**src/shared/mbr_pkg.sv**
```systemverilog
// Constants, carriers and state record of the monitor register bank.
package mbr_pkg;
    localparam logic [7:0] A_RES_HI = 8'h07;
    localparam logic [7:0] A_MM_LO  = 8'h08;
    localparam logic [7:0] A_MM_HI  = 8'h17;
    localparam logic [7:0] A_BUFEN  = 8'h19;
    localparam logic [7:0] A_THR_LO = 8'h1a;
    localparam logic [7:0] A_THR_HI = 8'h23;
    localparam logic [7:0] A_FAULT  = 8'h27;
    localparam logic [7:0] A_STAT1  = 8'h28;
    localparam logic [7:0] A_STAT2  = 8'h29;
    localparam logic [7:0] A_UVW    = 8'h2a;
    localparam logic [7:0] A_OVW    = 8'h2b;
    localparam logic [7:0] A_OCW    = 8'h2c;
    localparam logic [7:0] A_KEY    = 8'h2d;
    localparam logic [7:0] A_FOSET  = 8'h2e;
    localparam logic [7:0] A_CHEN   = 8'h2f;
    localparam logic [7:0] A_DGI    = 8'h30;
    localparam logic [7:0] A_DGUV   = 8'h31;
    localparam logic [7:0] A_DGOV   = 8'h32;
    localparam logic [7:0] A_RDW    = 8'h33;
    localparam logic [7:0] A_POST   = 8'h34;
    localparam logic [7:0] A_PKCLR  = 8'h35;
    localparam logic [7:0] A_PKHLD  = 8'h36;
    localparam logic [7:0] A_GPOE   = 8'h37;
    localparam logic [7:0] A_GPLV   = 8'h38;
    localparam logic [7:0] A_REVT   = 8'h39;
    localparam logic [7:0] A_BUFCS  = 8'h3a;
    localparam logic [7:0] A_BUFLV  = 8'h3b;
    localparam logic [7:0] FO_KEY   = 8'ha5;
    localparam int FO_IN = 0, FO_OR = 1, FO_RST = 2;
    localparam int CH_IN_EN = 0, CH_IN_MSK = 1, CH_OR_EN = 2, CH_OR_MSK = 3;
    localparam int UV_UNM = 2, OV_UNM = 3, OC_UNM = 1, BUF_REVSTOP = 2;
    localparam logic [9:0] MIN_RST  = 10'h3ff;
    localparam logic [9:0] MAX_RST  = 10'h000;
    localparam logic [9:0] OVOC_RST = 10'h3ff;
    localparam logic [9:0] UV_RST   = 10'h000;
    localparam logic [2:0] BUFEN_RST = 3'h7;
    localparam logic [5:0] POST_RST  = 6'h19;
    localparam logic [1:0] REVT_RST  = 2'h3;
    localparam logic [5:0] BUF_DEPTH = 6'h32;
    localparam logic [5:0] BUF_LAST  = 6'h31;
    // Sampled channel of bank 0 (input current) and bank 1 (load voltage).
    localparam logic [1:0][1:0] BANK_CH = {2'h3, 2'h0};
    // Comparators: 0 overcurrent, 1 aux undervoltage, 2..4 overvoltage.
    localparam logic [4:0][1:0] CMP_CH = {2'h3, 2'h2, 2'h1, 2'h1, 2'h0};
    localparam logic [3:0][2:0] REV_MULT = {3'h6, 3'h4, 3'h2, 3'h1};
    localparam int CLK_MHZ = 40;
    localparam int REV_UNIT_US = 32;
    localparam int REV_UNIT_CYC = REV_UNIT_US * CLK_MHZ;

    typedef struct packed {
        logic       rd;
        logic       wr;
        logic [7:0] addr;
        logic [7:0] wdata;
    } mbr_req_t;

    typedef struct packed {
        logic       valid;
        logic [1:0] chan;
        logic [9:0] data;
    } mbr_adc_t;

    typedef struct packed {
        logic [4:0]             s1, s2;
        logic [7:0]             rdata;
        logic [3:0][9:0]        res, vmin, vmax;
        logic [4:0][9:0]        thr;
        logic [4:0]             flg, prv;
        logic [2:0]             buf_en;
        logic                   uv_unm, ov_unm, oc_unm;
        logic [7:0]             key;
        logic [1:0]             foset;
        logic [3:0]             chen;
        logic [4:0]             dgl;
        logic [1:0]             rdw;
        logic [5:0]             post;
        logic [3:0]             pkclr, pkhld;
        logic [1:0]             gpoe, gplv, revt;
        logic                   brk_flt, rev_flt, def_flg;
        logic [12:0]            rev_cnt;
        logic [1:0][49:0][9:0]  mem;
        logic [1:0][5:0]        wptr, fill, drain, rptr;
        logic [1:0]             rding, rhalf;
        logic                   in_gate, or_gate, alert_oe_n, alert_o;
        logic [1:0]             gpio_oe_n, gpio_o;
    } mbr_state_t;
endpackage : mbr_pkg

```
**src/hdl/mbr_monitor.sv**
```systemverilog
// Monitor register bank: trackers, warnings, history banks and switch control.
// What this block does
// Force-on bits act only while the unlock key holds 0xA5.
// Force-on keeps both switches on, ignoring overcurrent and reverse comparators.
// Keyed write of force-on bit 2 restores all registers; bit self-clears.
// Enable bits 0 and 2 are master enables; bits 1, 3 mask ON.
// A master enable overrides the ON masking bit of its switch.
// Each channel's result register updates when its own conversion completes.
// Host reads never stall or drop a conversion.
// New reading below minimum replaces it; above maximum replaces it.
// Minimums reset to 0x3FF, maximums to 0x000; host may rewrite them.
// Current and load trackers pause while their history bank is frozen.
// Clear bits hold a channel's min/max at start values while set.
// Hold bits freeze a channel's min/max against readings and host writes; clear bits still reset it.
// Warnings set above overvoltage/overcurrent or below undervoltage thresholds.
// Thresholds at their reset values leave the comparator inactive.
// Reading a warning flag register clears its flags.
// Unmask bits let warning flags drive the alert output low.
// Each comparator has its own deglitch enable bit.
// With deglitch, a flag needs two violating conversions in a row.
// Two history banks of 50 ten-bit samples: input current, load voltage.
// Write pointer wraps after the last slot; read-out runs oldest to newest.
// Reading a bank base address streams it; width bit selects upper bytes.
// Bank stops on enable clear, input switch off, or own read-out; the load bank also stops on oring switch off.
// After a stop request a bank stores post-stop count more samples.
// Persistent reverse current stops the load bank and clears its enable.
// Reverse delay codes 32, 64, 128, 192 us; reset code 11.
// GPIO enable one gives open-drain output; level zero pulls low.
// Unused bits of narrow registers ignore writes and read as zero.
// Host writes 10-bit settings as two bytes, reads upper byte first.
`timescale 1ns/1ps
`default_nettype none
module mbr_monitor #(
    parameter int unsigned REV_UNIT_CYCLES = mbr_pkg::REV_UNIT_CYC
) (
    // Clock and reset.
    input  wire logic             sys_clk,
    input  wire logic             reset,
    // Register port from the serial engine.
    input  wire mbr_pkg::mbr_req_t host_req,
    output logic [7:0]            host_rdata,
    // Conversion results.
    input  wire mbr_pkg::mbr_adc_t adc_in,
    // Comparator and pin inputs.
    input  wire logic             on_cmp_pin,
    input  wire logic             reverse_current_pin,
    input  wire logic             breaker_trip_pin,
    input  wire logic [1:0]       gpio_in,
    // Switch drivers and open-drain pins.
    output logic                  input_switch_gate,
    output logic                  oring_switch_gate,
    output logic                  alert_o,
    output logic                  alert_oe_n,
    output logic [1:0]            gpio_o,
    output logic [1:0]            gpio_oe_n
);
    import mbr_pkg::*;

    mbr_state_t  st_q, st_d, init;
    logic        on_s, rev_s, brk_s, key_ok, fo_in, fo_or, rev_hit, soft_rst, bs, bh, lo;
    logic [1:0]  stop, frozen;
    logic [1:0][5:0] oldest;
    logic [4:0]  viol, seen;
    logic [5:0]  bp;
    logic [7:0]  a, wd, off;
    logic [9:0]  tw, d;
    logic [12:0] rev_lim;

    function automatic logic [9:0] put(logic [9:0] old, logic low, logic [7:0] b);
        return low ? {old[9:2], b[1:0]} : {b, old[1:0]};
    endfunction : put

    always_comb begin
        init = '0;
        for (int c = 0; c < 4; c++) begin
            init.vmin[c] = MIN_RST;
            init.vmax[c] = MAX_RST;
        end
        for (int k = 0; k < 5; k++) begin
            init.thr[k] = (k == 1) ? UV_RST : OVOC_RST;
        end
        init.buf_en     = BUFEN_RST;
        init.post       = POST_RST;
        init.revt       = REVT_RST;
        init.def_flg    = 1'b1;
        init.alert_oe_n = 1'b1;
        init.gpio_oe_n  = 2'h3;
    end

    always_comb begin
        st_d     = st_q;
        a        = host_req.addr;
        wd       = host_req.wdata;
        d        = adc_in.data;
        tw       = '0;
        lo       = 1'b0;
        off      = '0;
        bs       = 1'b0;
        bh       = 1'b0;
        bp       = '0;
        soft_rst = 1'b0;
        st_d.s1  = {gpio_in, breaker_trip_pin, reverse_current_pin, on_cmp_pin};
        st_d.s2  = st_q.s1;
        on_s     = st_q.s2[0];
        rev_s    = st_q.s2[1];
        brk_s    = st_q.s2[2];
        key_ok   = (st_q.key == FO_KEY);
        fo_in    = key_ok & st_q.foset[FO_IN];
        fo_or    = key_ok & st_q.foset[FO_OR];
        stop[0]  = !st_q.buf_en[0] | !st_q.in_gate | st_q.rding[0];
        stop[1]  = !st_q.buf_en[1] | !st_q.in_gate | !st_q.or_gate | st_q.rding[1];
        for (int b = 0; b < 2; b++) begin
            frozen[b] = stop[b] & (st_q.drain[b] == '0);
            oldest[b] = (st_q.fill[b] == BUF_DEPTH) ? st_q.wptr[b] : '0;
        end
        // Conversions land directly in state; the read path never waits on them.
        if (adc_in.valid) begin
            st_d.res[adc_in.chan] = d;
            if (!(adc_in.chan == BANK_CH[0] && frozen[0]) &&
                !(adc_in.chan == BANK_CH[1] && frozen[1]) &&
                !st_q.pkhld[adc_in.chan]) begin
                if (d < st_q.vmin[adc_in.chan]) st_d.vmin[adc_in.chan] = d;
                if (d > st_q.vmax[adc_in.chan]) st_d.vmax[adc_in.chan] = d;
            end
        end
        for (int b = 0; b < 2; b++) begin
            if (adc_in.valid && adc_in.chan == BANK_CH[b] && !frozen[b]) begin
                st_d.mem[b][st_q.wptr[b]] = d;
                st_d.wptr[b] = (st_q.wptr[b] == BUF_LAST) ? '0 : st_q.wptr[b] + 6'h01;
                if (st_q.fill[b] != BUF_DEPTH) st_d.fill[b] = st_q.fill[b] + 6'h01;
                if (stop[b]) st_d.drain[b] = st_q.drain[b] - 6'h01;
            end
            if (!stop[b]) st_d.drain[b] = st_q.post;
        end
        viol[0] = (d > st_q.thr[0]) && (st_q.thr[0] != OVOC_RST);
        viol[1] = (d < st_q.thr[1]) && (st_q.thr[1] != UV_RST);
        for (int k = 2; k < 5; k++) begin
            viol[k] = (d > st_q.thr[k]) && (st_q.thr[k] != OVOC_RST);
        end
        for (int k = 0; k < 5; k++) begin
            seen[k] = adc_in.valid && adc_in.chan == CMP_CH[k];
            if (seen[k]) st_d.prv[k] = viol[k];
        end
        // Register port. A read of a bank base keeps streaming until another address.
        if ((host_req.rd || host_req.wr) && a != A_BUFCS) st_d.rding[0] = 1'b0;
        if ((host_req.rd || host_req.wr) && a != A_BUFLV) st_d.rding[1] = 1'b0;
        if (host_req.rd) begin
            case (a)
                A_BUFEN: st_d.rdata = {5'h00, st_q.buf_en};
                A_FAULT: begin
                    st_d.rdata   = {4'h0, st_q.def_flg, st_q.rev_flt, 1'b0, st_q.brk_flt};
                    st_d.rev_flt = 1'b0;
                    st_d.brk_flt = st_q.brk_flt;
                end
                A_STAT1: st_d.rdata = {5'h00, st_q.s2[4:3], on_s};
                A_STAT2: st_d.rdata = {4'h0, st_q.or_gate, st_q.in_gate, !st_q.alert_oe_n, 1'b0};
                A_UVW: begin
                    st_d.rdata  = {5'h00, st_q.uv_unm, 1'b0, st_q.flg[1]};
                    st_d.flg[1] = 1'b0;
                end
                A_OVW: begin
                    st_d.rdata    = {4'h0, st_q.ov_unm, st_q.flg[4:2]};
                    st_d.flg[4:2] = 3'h0;
                end
                A_OCW: begin
                    st_d.rdata  = {6'h00, st_q.oc_unm, st_q.flg[0]};
                    st_d.flg[0] = 1'b0;
                end
                A_KEY:   st_d.rdata = st_q.key;
                A_FOSET: st_d.rdata = {6'h00, st_q.foset};
                A_CHEN:  st_d.rdata = {4'h0, st_q.chen};
                A_DGI:   st_d.rdata = {7'h00, st_q.dgl[0]};
                A_DGUV:  st_d.rdata = {7'h00, st_q.dgl[1]};
                A_DGOV:  st_d.rdata = {5'h00, st_q.dgl[4:2]};
                A_RDW:   st_d.rdata = {6'h00, st_q.rdw};
                A_POST:  st_d.rdata = {2'h0, st_q.post};
                A_PKCLR: st_d.rdata = {4'h0, st_q.pkclr};
                A_PKHLD: st_d.rdata = {4'h0, st_q.pkhld};
                A_GPOE:  st_d.rdata = {6'h00, st_q.gpoe};
                A_GPLV:  st_d.rdata = {6'h00, st_q.gplv};
                A_REVT:  st_d.rdata = {6'h00, st_q.revt};
                A_BUFCS, A_BUFLV: begin
                    bs = (a == A_BUFLV);
                    bp = st_q.rding[bs] ? st_q.rptr[bs] : oldest[bs];
                    bh = st_q.rding[bs] & st_q.rhalf[bs];
                    tw = st_q.mem[bs][bp];
                    st_d.rdata = bh ? {6'h00, tw[1:0]} : tw[9:2];
                    st_d.rding[bs] = 1'b1;
                    if (st_q.rdw[bs] || bh) begin
                        st_d.rhalf[bs] = 1'b0;
                        st_d.rptr[bs]  = (bp == BUF_LAST) ? '0 : bp + 6'h01;
                    end else begin
                        st_d.rhalf[bs] = 1'b1;
                        st_d.rptr[bs]  = bp;
                    end
                end
                default: begin
                    lo = a[0];
                    if (a <= A_RES_HI) begin
                        tw = st_q.res[a[2:1]];
                    end else if (a <= A_MM_HI) begin
                        off = a - A_MM_LO;
                        tw  = off[1] ? st_q.vmax[off[3:2]] : st_q.vmin[off[3:2]];
                    end else if (a >= A_THR_LO && a <= A_THR_HI) begin
                        off = a - A_THR_LO;
                        lo  = off[0];
                        tw  = st_q.thr[off[3:1]];
                    end
                    st_d.rdata = lo ? {6'h00, tw[1:0]} : tw[9:2];
                end
            endcase
        end
        if (host_req.wr) begin
            st_d.def_flg = 1'b0;
            case (a)
                A_BUFEN: st_d.buf_en = wd[2:0];
                A_UVW:   st_d.uv_unm = wd[UV_UNM];
                A_OVW:   st_d.ov_unm = wd[OV_UNM];
                A_OCW:   st_d.oc_unm = wd[OC_UNM];
                A_KEY:   st_d.key    = wd;
                A_FOSET: begin
                    st_d.foset = wd[1:0];
                    soft_rst   = key_ok && wd[FO_RST];
                end
                A_CHEN: begin
                    st_d.chen = wd[3:0];
                    if (!wd[CH_IN_EN]) st_d.brk_flt = 1'b0;
                end
                A_DGI:   st_d.dgl[0]   = wd[0];
                A_DGUV:  st_d.dgl[1]   = wd[0];
                A_DGOV:  st_d.dgl[4:2] = wd[2:0];
                A_RDW:   st_d.rdw      = wd[1:0];
                A_POST:  st_d.post     = wd[5:0];
                A_PKCLR: st_d.pkclr    = wd[3:0];
                A_PKHLD: st_d.pkhld    = wd[3:0];
                A_GPOE:  st_d.gpoe     = wd[1:0];
                A_GPLV:  st_d.gplv     = wd[1:0];
                A_REVT:  st_d.revt     = wd[1:0];
                default: begin
                    if (a >= A_MM_LO && a <= A_MM_HI) begin
                        off = a - A_MM_LO;
                        if (!st_q.pkhld[off[3:2]]) begin
                            if (off[1]) begin
                                st_d.vmax[off[3:2]] = put(st_d.vmax[off[3:2]], off[0], wd);
                            end else begin
                                st_d.vmin[off[3:2]] = put(st_d.vmin[off[3:2]], off[0], wd);
                            end
                        end
                    end else if (a >= A_THR_LO && a <= A_THR_HI) begin
                        off = a - A_THR_LO;
                        st_d.thr[off[3:1]] = put(st_q.thr[off[3:1]], off[0], wd);
                    end
                end
            endcase
        end
        for (int c = 0; c < 4; c++) begin
            if (st_q.pkclr[c]) begin
                st_d.vmin[c] = MIN_RST;
                st_d.vmax[c] = MAX_RST;
            end
        end
        // Flag sets come after the read clear so a coincident event survives.
        for (int k = 0; k < 5; k++) begin
            if (seen[k] && viol[k] && (!st_q.dgl[k] || st_q.prv[k])) st_d.flg[k] = 1'b1;
        end
        rev_lim = 13'(REV_UNIT_CYCLES * REV_MULT[st_q.revt]);
        rev_hit = rev_s && !fo_or && (st_q.rev_cnt + 13'h0001 == rev_lim);
        if (rev_s && !fo_or) begin
            if (st_q.rev_cnt != rev_lim) st_d.rev_cnt = st_q.rev_cnt + 13'h0001;
        end else begin
            st_d.rev_cnt = '0;
        end
        if (rev_hit) begin
            st_d.rev_flt = 1'b1;
            if (st_q.buf_en[BUF_REVSTOP]) st_d.buf_en[1] = 1'b0;
        end
        if (brk_s && !fo_in) st_d.brk_flt = 1'b1;
        // A set master enable turns its switch on whatever the ON comparator or mask says.
        st_d.in_gate = fo_in | ((st_q.chen[CH_IN_EN] | (on_s & !st_q.chen[CH_IN_MSK])) &
                       !st_q.brk_flt);
        st_d.or_gate = fo_or | ((st_q.chen[CH_OR_EN] | (on_s & !st_q.chen[CH_OR_MSK])) &
                       !rev_s & !st_q.rev_flt);
        st_d.alert_oe_n = !(st_q.brk_flt | st_q.rev_flt | (st_q.oc_unm & st_q.flg[0]) |
                          (st_q.uv_unm & st_q.flg[1]) | (st_q.ov_unm & |st_q.flg[4:2]));
        for (int g = 0; g < 2; g++) begin
            st_d.gpio_oe_n[g] = !(st_q.gpoe[g] & !st_q.gplv[g]);
        end
        st_d.alert_o = 1'b0;
        st_d.gpio_o  = 2'h0;
        if (soft_rst) st_d = init;
    end

    always_ff @(posedge sys_clk) begin
        if (reset) begin
            st_q <= init;
        end else begin
            st_q <= st_d;
        end
    end

    assign host_rdata        = st_q.rdata;
    assign input_switch_gate = st_q.in_gate;
    assign oring_switch_gate = st_q.or_gate;
    assign alert_o           = st_q.alert_o;
    assign alert_oe_n        = st_q.alert_oe_n;
    assign gpio_o            = st_q.gpio_o;
    assign gpio_oe_n         = st_q.gpio_oe_n;

    a_key_gates_force: assert property (@(posedge sys_clk) disable iff (reset)
        (st_q.key != FO_KEY && !st_q.chen[CH_IN_EN] && st_q.chen[CH_IN_MSK])
        |=> !input_switch_gate)
        else $error("input switch on without key or enable");
    a_force_keeps_on: assert property (@(posedge sys_clk) disable iff (reset)
        (fo_in && !soft_rst) |=> input_switch_gate)
        else $error("force-on did not hold input switch");
    a_soft_reset_all: assert property (@(posedge sys_clk) disable iff (reset)
        (host_req.wr && a == A_FOSET && wd[FO_RST] && key_ok)
        |=> (st_q.key == 8'h00 && st_q.foset == 2'h0 && st_q.post == POST_RST))
        else $error("keyed reset did not restore registers");
    a_master_wins: assert property (@(posedge sys_clk) disable iff (reset)
        (st_q.chen[CH_OR_EN] && st_q.chen[CH_OR_MSK] && !rev_s && !st_q.rev_flt && !soft_rst)
        |=> oring_switch_gate)
        else $error("oring switch off with master enable on");
    a_min_tracks: assert property (@(posedge sys_clk) disable iff (reset)
        (adc_in.valid && adc_in.chan == 2'h1 && adc_in.data < st_q.vmin[1] &&
         !st_q.pkclr[1] && !st_q.pkhld[1] && !host_req.wr && !soft_rst)
        |=> st_q.vmin[1] == $past(adc_in.data))
        else $error("minimum not replaced by lower reading");
    a_read_clears: assert property (@(posedge sys_clk) disable iff (reset)
        (host_req.rd && a == A_OCW && !seen[0] && !soft_rst) |=> !st_q.flg[0])
        else $error("overcurrent flag survived its read");
    a_idle_threshold: assert property (@(posedge sys_clk) disable iff (reset)
        (st_q.thr[0] == OVOC_RST && !st_q.flg[0]) |=> !st_q.flg[0])
        else $error("default threshold raised a warning");
    a_frozen_bank: assert property (@(posedge sys_clk) disable iff (reset)
        (frozen[0] && !soft_rst) |=> $stable(st_q.wptr[0]))
        else $error("frozen bank kept writing");
    a_rev_stops_lv: assert property (@(posedge sys_clk) disable iff (reset)
        (rev_hit && st_q.buf_en[BUF_REVSTOP] && !soft_rst) |=> (!st_q.buf_en[1] && stop[1]))
        else $error("reverse fault did not stop load bank");
    a_gpio_pulls: assert property (@(posedge sys_clk) disable iff (reset)
        (st_q.gpoe[0] && !st_q.gplv[0] && !soft_rst) |=> (!gpio_oe_n[0] && !gpio_o[0]))
        else $error("gpio not pulled low in output mode");
endmodule : mbr_monitor
`default_nettype wire

```
**config.mk**
```make
export PLATFORM = sky130hd
export DESIGN_NAME = mbr_monitor
export DESIGN_NICKNAME = d
export VERILOG_FILES = /design/src/shared/mbr_pkg.sv /design/src/hdl/mbr_monitor.sv
export SDC_FILE = /design/constraint.sdc
export NUM_CORES = 2
export LEC_CHECK = 0
export ABC_AREA = 1
export BUFFER_PORTS_ARGS = -buffer_cell sky130_fd_sc_hd__buf_4
export CAP_MARGIN = 10
export CORE_UTILIZATION = 30
export DETAILED_ROUTE_END_ITERATION = 10
export HOLD_SLACK_MARGIN = 0.15
export PLACE_DENSITY_LB_ADDON = 0.2
export SETUP_SLACK_MARGIN = 0.5
export SKIP_LAST_GASP = 1
export SLEW_MARGIN = 20
export SYNTH_ARGS = -nofsm -noshare
export SYNTH_HDL_FRONTEND = slang
export SYNTH_SLANG_ARGS = --single-unit
```
**constraint.sdc**
```tcl
create_clock -name sys_clk -period 3.7 [get_ports sys_clk]
set_input_delay 0 -clock sys_clk [delete_from_list [all_inputs] [get_ports sys_clk]]
set_output_delay 0 -clock sys_clk [all_outputs]
set_load 0.05 [all_outputs]
```
# Yosys cells after proc, flatten, opt, wreduce, memory -nomap -nowiden
# Cells that the tools add are included.
[totals] reg_bits=1321 inputBits=38 out_inout_bits=16
[op_classes] n_addsub=10 multipliers=1 magnitude_cmp=27 eq_ne=43 mux=140 bitwise=35 n_reduce_logical=126
[op_table] operator="bitwise mux 500 bit" count=2
[op_table] operator="2-to-1 mux 500 bit" count=2
[op_table] operator="2-to-1 mux 80 bit" count=4
[op_table] operator="2-to-1 mux 130 bit" count=2
[op_table] operator="2-to-1 mux 10 bit" count=21
[op_table] operator="bitwise mux 40 bit" count=5
[op_table] operator="equality test 8 x 6 -> 1 bit (second input constant)" count=21
[op_table] operator="case mux 8 bit (21 select lines)" count=1
[op_table] operator="2-to-1 mux 40 bit" count=4
[op_table] operator="binary-select mux 10 bit (select 2 bit)" count=7
[op_table] operator="demux 10 bit (select 6 bit)" count=2
[op_table] operator="2-to-1 mux 50 bit" count=2
[op_table] operator="2-to-1 mux 6 bit" count=16
[op_table] operator="binary-select mux 10 bit (select 6 bit)" count=1
[op_table] operator="AND reduction 2 bit" count=26
[op_table] operator="bitwise mux 50 bit" count=1
[op_table] operator="greater-than comparator 10 bit" count=5
[op_table] operator="2-to-1 mux 47 bit" count=1
[op_table] operator="demux 10 bit (select 2 bit)" count=2
[op_table] operator="inequality test 10 bit (second input constant)" count=4
[op_table] operator="logical AND 1 bit" count=39
[op_table] operator="2-to-1 mux 1 bit" count=38
[op_table] operator="adder 6 x 1 -> 6 bit (second input constant)" count=5
[op_table] operator="binary-select mux 10 bit (select 3 bit)" count=1
[op_table] operator="other kinds (57)" count=170

# Logic depth before layout (Yosys ltp)
[depth] ltp_word=20 mapped_depth=27 ltp_nobuf=23

# Least setup slack after synthesis
# No wires, ideal clock.
[synth_path] path_kind="input -> register" from="input adc_in[11] in the netlist's numbering" to="register st_q[1226] in the netlist's numbering" setup_time_ps=115 arrival_ps=3404 t_required_ps=3585 slack_ps=181 path_stages=24 path_buffers=4 cell_sequence="nand2_1 > clkbuf_1 > buf_1 > clkbuf_1 > o22ai_1 > a221oi_1 > ha_1 > a21oi_1 > o21ai_0 > a221oi_1 > nand2_1 > clkbuf_1 > nand2_1 > nand2_1 > nand2_1 > o21ai_0 > nand2_1 > nand2_1 > nand2_1 > nand2_1 > o21ai_0 > nand2_1 > nand2_1 > nand2_1"
[synth_via] elab_chain_cells=17
[synth_rtl] element="from (decl)" line_no="mbr_monitor.sv:43" rtl="input wire mbr_pkg::mbr_adc_t adc_in,"
[synth_rtl] element="parallel branches: the longest is 6 deep, another holds < comparator 10 bit"
[synth_rtl] element="2-to-1 mux 80 bit *" line_no="mbr_monitor.sv:119" rtl="if (!(adc_in.chan == BANK_CH[0] && frozen[0]) &&"
[synth_rtl] element="2-to-1 mux 80 bit *" line_no="mbr_monitor.sv:117" rtl="if (adc_in.valid) begin"
[synth_rtl] element="binary-select mux 10 bit (select 2 bit)" line_no="mbr_monitor.sv:246" rtl="st_d.vmin[off[3:2]] = put(st_d.vmin[off[3:2]], off[0], wd);"
[synth_rtl] element="2-to-1 mux 10 bit (implied by the code)" line_no="mbr_monitor.sv:246"
[synth_rtl] element="2-to-1 mux 10 bit" line_no="mbr_monitor.sv:70" rtl="return low ? {old[9:2], b[1:0]} : {b, old[1:0]};"
[synth_rtl] element="bitwise mux 40 bit" line_no="mbr_monitor.sv:246"
[synth_rtl] element="2-to-1 mux 40 bit" line_no="mbr_monitor.sv:243" rtl="if (off[1]) begin"
[synth_rtl] element="2-to-1 mux 80 bit" line_no="mbr_monitor.sv:242" rtl="if (!st_q.pkhld[off[3:2]]) begin"
[synth_rtl] element="2-to-1 mux 80 bit" line_no="mbr_monitor.sv:240" rtl="if (a >= A_MM_LO && a <= A_MM_HI) begin"
[synth_rtl] element="2-to-1 mux 130 bit" line_no="mbr_monitor.sv:215" rtl="case (a)"
[synth_rtl] element="2-to-1 mux 130 bit *" line_no="mbr_monitor.sv:213" rtl="if (host_req.wr) begin"
[synth_rtl] element="to (signal assigned)" line_no="mbr_monitor.sv:295" rtl="st_q <= init;"
[synth_rtl] element="to (signal assigned)" line_no="mbr_monitor.sv:297" rtl="st_q <= st_d;"
[synth_rtl] element="to (decl)" line_no="mbr_monitor.sv:59" rtl="mbr_state_t st_q, st_d, init;"
# Every way passes the cells marked *. The select of a mux whose other input is x is not followed.
# A chain may end at the register's enable or synchronous reset.

# Worst setup path in the final report
[layout_path] from="input host_req[8] in the netlist's numbering" to="register st_q, in the netlist host_rdata[3]"
[layout_via] elab_chain_cells=9
[layout_rtl] element="from (decl)" line_no="mbr_monitor.sv:40" rtl="input wire mbr_pkg::mbr_req_t host_req,"
[layout_rtl] element="parallel branches: the longest is 9 deep, another holds case mux 8 bit (21 select lines)"
# Parallel ways; which one is timed is not known. The select of a mux whose other input is x is not followed.

==> flow_summary.yaml <==
status:
  status: "complete, no violations"
power:
  pwr_density_cell_nw_per_um2: 429
  p_total_mw: 33.9
  vdd_drop_max_mv: 0.442
  p_seq_share_pct: 42.6
  sw_frac_of_total_pct: 27.0
  p_leak_nw: 33.2
  clkPwrFrac_pct: 47.7
  power.switching_mw: 9.16
  power_frac_comb_pct: 9.7
  internal_power_mw: 24.7
synth:
  synth_area_um2: 66300
  syn_avg_cell_area_um2: 6.59
  seq_area_frac_synth_pct: 39.8
  ys_types: 60
  ys_ff_latch: 1318
  synthArstFlopShare_pct: 0
  synthCells: 10100
  netlist_top_cells_area: "dfxtp_1 (40%), nand2_1 (13%), a21oi_1 (10%)"
  yosysTopAreaCell: "dfxtp_1"
  synth_edf_count: 0
  synth-warning-count: 0
  ys.flop_type: "dfxtp_1"
  synth.top_cell.area_share_pct: 39.8
timing:
  period_minus_slack_ps: 3190
  tns_ps: 0
  fmax_mhz: 314
  setup_slack_ps: 515
  fin_crit_sh_pct: 86.1
  slew_viol_final: 0
  fin_skew_ps: 39.4
  finalSetupViolations: 0
  rsz0062_at_grt: "yes"
  tightest_slew_ps: 1150
  relSlewSlack_pct: 21.6
  hold_violations: 0
finish:
  final_cell_mix: "nand2_1 (2278), a21oi_1 (1344), dfxtp_1 (1306)"
  mostFrequentLayoutCell: "nand2_1"
  layout-drive-gt1-share_pct: 10.3
  fin_nets: 10200
  post-route-util_pct: 36.0
  area_delta_synth_final_pct: 19.3
  fin_area_um2: 79100
floorplanning:
  rows: 172
  die_h_um: 472
  start_util_pct: 30.2
  dieArea_um2: 223000
  core_area_um2: 220000
  io-pin-count: 54
  dieWidth_um: 472
worst_setup_path:
  path_class: "in2reg"
  critical_path.startpoint: "host_req[8]"
  crit_path_end_kind: "flip-flop"
  worstReg2RegStart: "st_q[1216]"
  crit_fanout: 33
  arrival_ps: 3890
  rr_endpoint: "st_q[1186]"
  setup.worst_path.start_class: "primary input"
  required_ps: 4400
  crit_top_cell: "nand2_1"
  crit_path_top_delay_cell: "a2111oi_0"
  slowest_delay_ps: 990
  path_cells: "dlygate4sd3_1 > buf_4 > buf_4 > clkinv_1 > nor2_1 > buf_4 > nand2_1 > inv_1 > nand2_1 > nand4_1 > a2111oi_0 > buf_4 > nand2_1 > inv_1 > nand2_1 > nand2_1 > a21oi_1"
  worst-r2r-cell-count: 22
  reg2reg_slack_ps: 510
hold_path:
  min_path_cells: 4
  holdCritPathClass: "in2reg"
  hold_end: "st_q[129]"
  worstHoldStart: "adc_in[9]"
route:
  drt_iter0_drc: 6266
  antenna_left: 0
  routed_wl_um: 281000
  firstDrtPassIters: 6
  wl_per_cell_um: 21.4
  vias: 68200
  vias_per_cell: 5.19
  drc: 0
grt:
  grt_pass1_vias: 63000
  grt-ovfl-total: 0
  grtUsageTotal_pct: 24.2
  antenna_found_initial: 9
  grt_start_max_net_pins: 136
  grt_pass1_wl_um: 411000
place:
  dp_hpwl_um: 180000
  place_area_um2: 71200
  routabilityCongestion: 0.932
  port_buffers: 50
  dp_slack_ps: -28.9
clock_tree:
  cts-buffers-inserted: 158
  h-tree-depth: 4
  clkLatencyLatePin_ps: 840
  clk_path_buf_depth: 3
  cts_tree: "done"
  cts_root_buffer: "clkbuf_16"
  path_clk_slew_ps: 60
  cts.sinks: 1318
run:
  maxCapViolations: 0
-- worst max-delay path: cells and delay by family --
kind	cells	cell delay [ps]
buffers and inverters	8	1950
AOI/OAI and AO/OA	2	1040
and+or+nand+nor	7	880
-- Yosys cell counts (all sizes together) (17+ instances only) --
cell and count:
o21a 17, clkbuf 581, nor4 19, a21oi 1356, inv 1179, o22ai 72
a221oi 31, buf 216, dfxtp 1318, nand3 644, ha 87, a211oi 37
nor3 59, nor2 461, nand2 2343, o221ai 17, o21ai 1382, o211ai 30
nand4 87
-- through the flow --
step,std cells,hold WS [ps]
2_1_floorplan,10100,112
3_3_place_gp,12700,228
3_5_place_dp,12700,223
4_1_cts,13100,151
5_1_grt,13100,223
6_report,13100,227
-- registers in the layout (all words and copies together), names as in the netlist, named ones only --
name,flops
alert_oe_n,1
brk_s,1
gpio_oe_n,2
host_rdata,8
input_switch_gate,1
on_s,1
oring_switch_gate,1
rev_s,1
st_q,1300
-- layout make-up --
type                    instances  area (um^2)
multi-input cells            6757        33000
repair buffers                625         6050
clock buffers                 237         4650
well taps                    2958         3700
fillers                     23600       141000
diodes                          1         2.50
flip-flops and latches       1318        26400
inverters                    1192         4500
clock inverters                51          697
-- metal layers --
layer | vias up | GRT usage (%) | share of wire [%] | wire, um
li1 | 32900 | - | - | -
met3 | 544 | 3.70 | 7.3 | 20500
met5 | - | 0 | 0.015 | 43
met4 | 6 | 9.97 | 4.2 | 11900
met2 | 2601 | 38.3 | 44 | 125000
met1 | 32200 | 32.5 | 44 | 124000
-- power groups by stage --
stage	sequential, mW	clock [mW]	combinational (mW)
2_1_floorplan	14.7	0	1.78
3_3_place_gp	14.8	0	2.96
3_5_place_dp	14.8	0	2.96
4_1_cts	14.4	16.5	3.04
5_1_grt	14.5	17.0	3.56
6_report	14.5	16.2	3.28
-- cells by family after synthesis --
logic type      count (synthesis)  share of synthesized area, %
fa+ha+maj                      87                          1.64
compound gates               3013                          23.8
mux                             3                        0.0453
simple gates                 3627                          22.6
buf+inv                      1989                          11.8
xor+xnor                       22                         0.291
flops                        1318                          39.8
other cells                     1                       0.00566
-- how the worst max path moves through the flow --
| stage | endpoint | slack, ps | cells after the start |
|---|---|---|---|
| floorplan | st_q[1226] | 550 | 24 |
| global placement | host_rdata[6] | -20 | 22 |
| detailed placement | host_rdata[3] | -30 | 22 |
| CTS | host_rdata[6] | 400 | 22 |
| global route | st_q[1216] | 360 | 22 |
| finish | host_rdata[3] | 510 | 17 |
-- repair_timing --
item / 4_1_cts / 5_1_grt
gates cloned: 2 / 11
buffers inserted: 9 / 30
hold buffers: 80 / 0
endpoints found under the setup margin: 194 / 295
hold endpoints to repair: 1172 / 0
resized for setup: 57 / 246
pin swaps: 4 / 66
No activity file was read; power rests on OpenSTA's default activity.
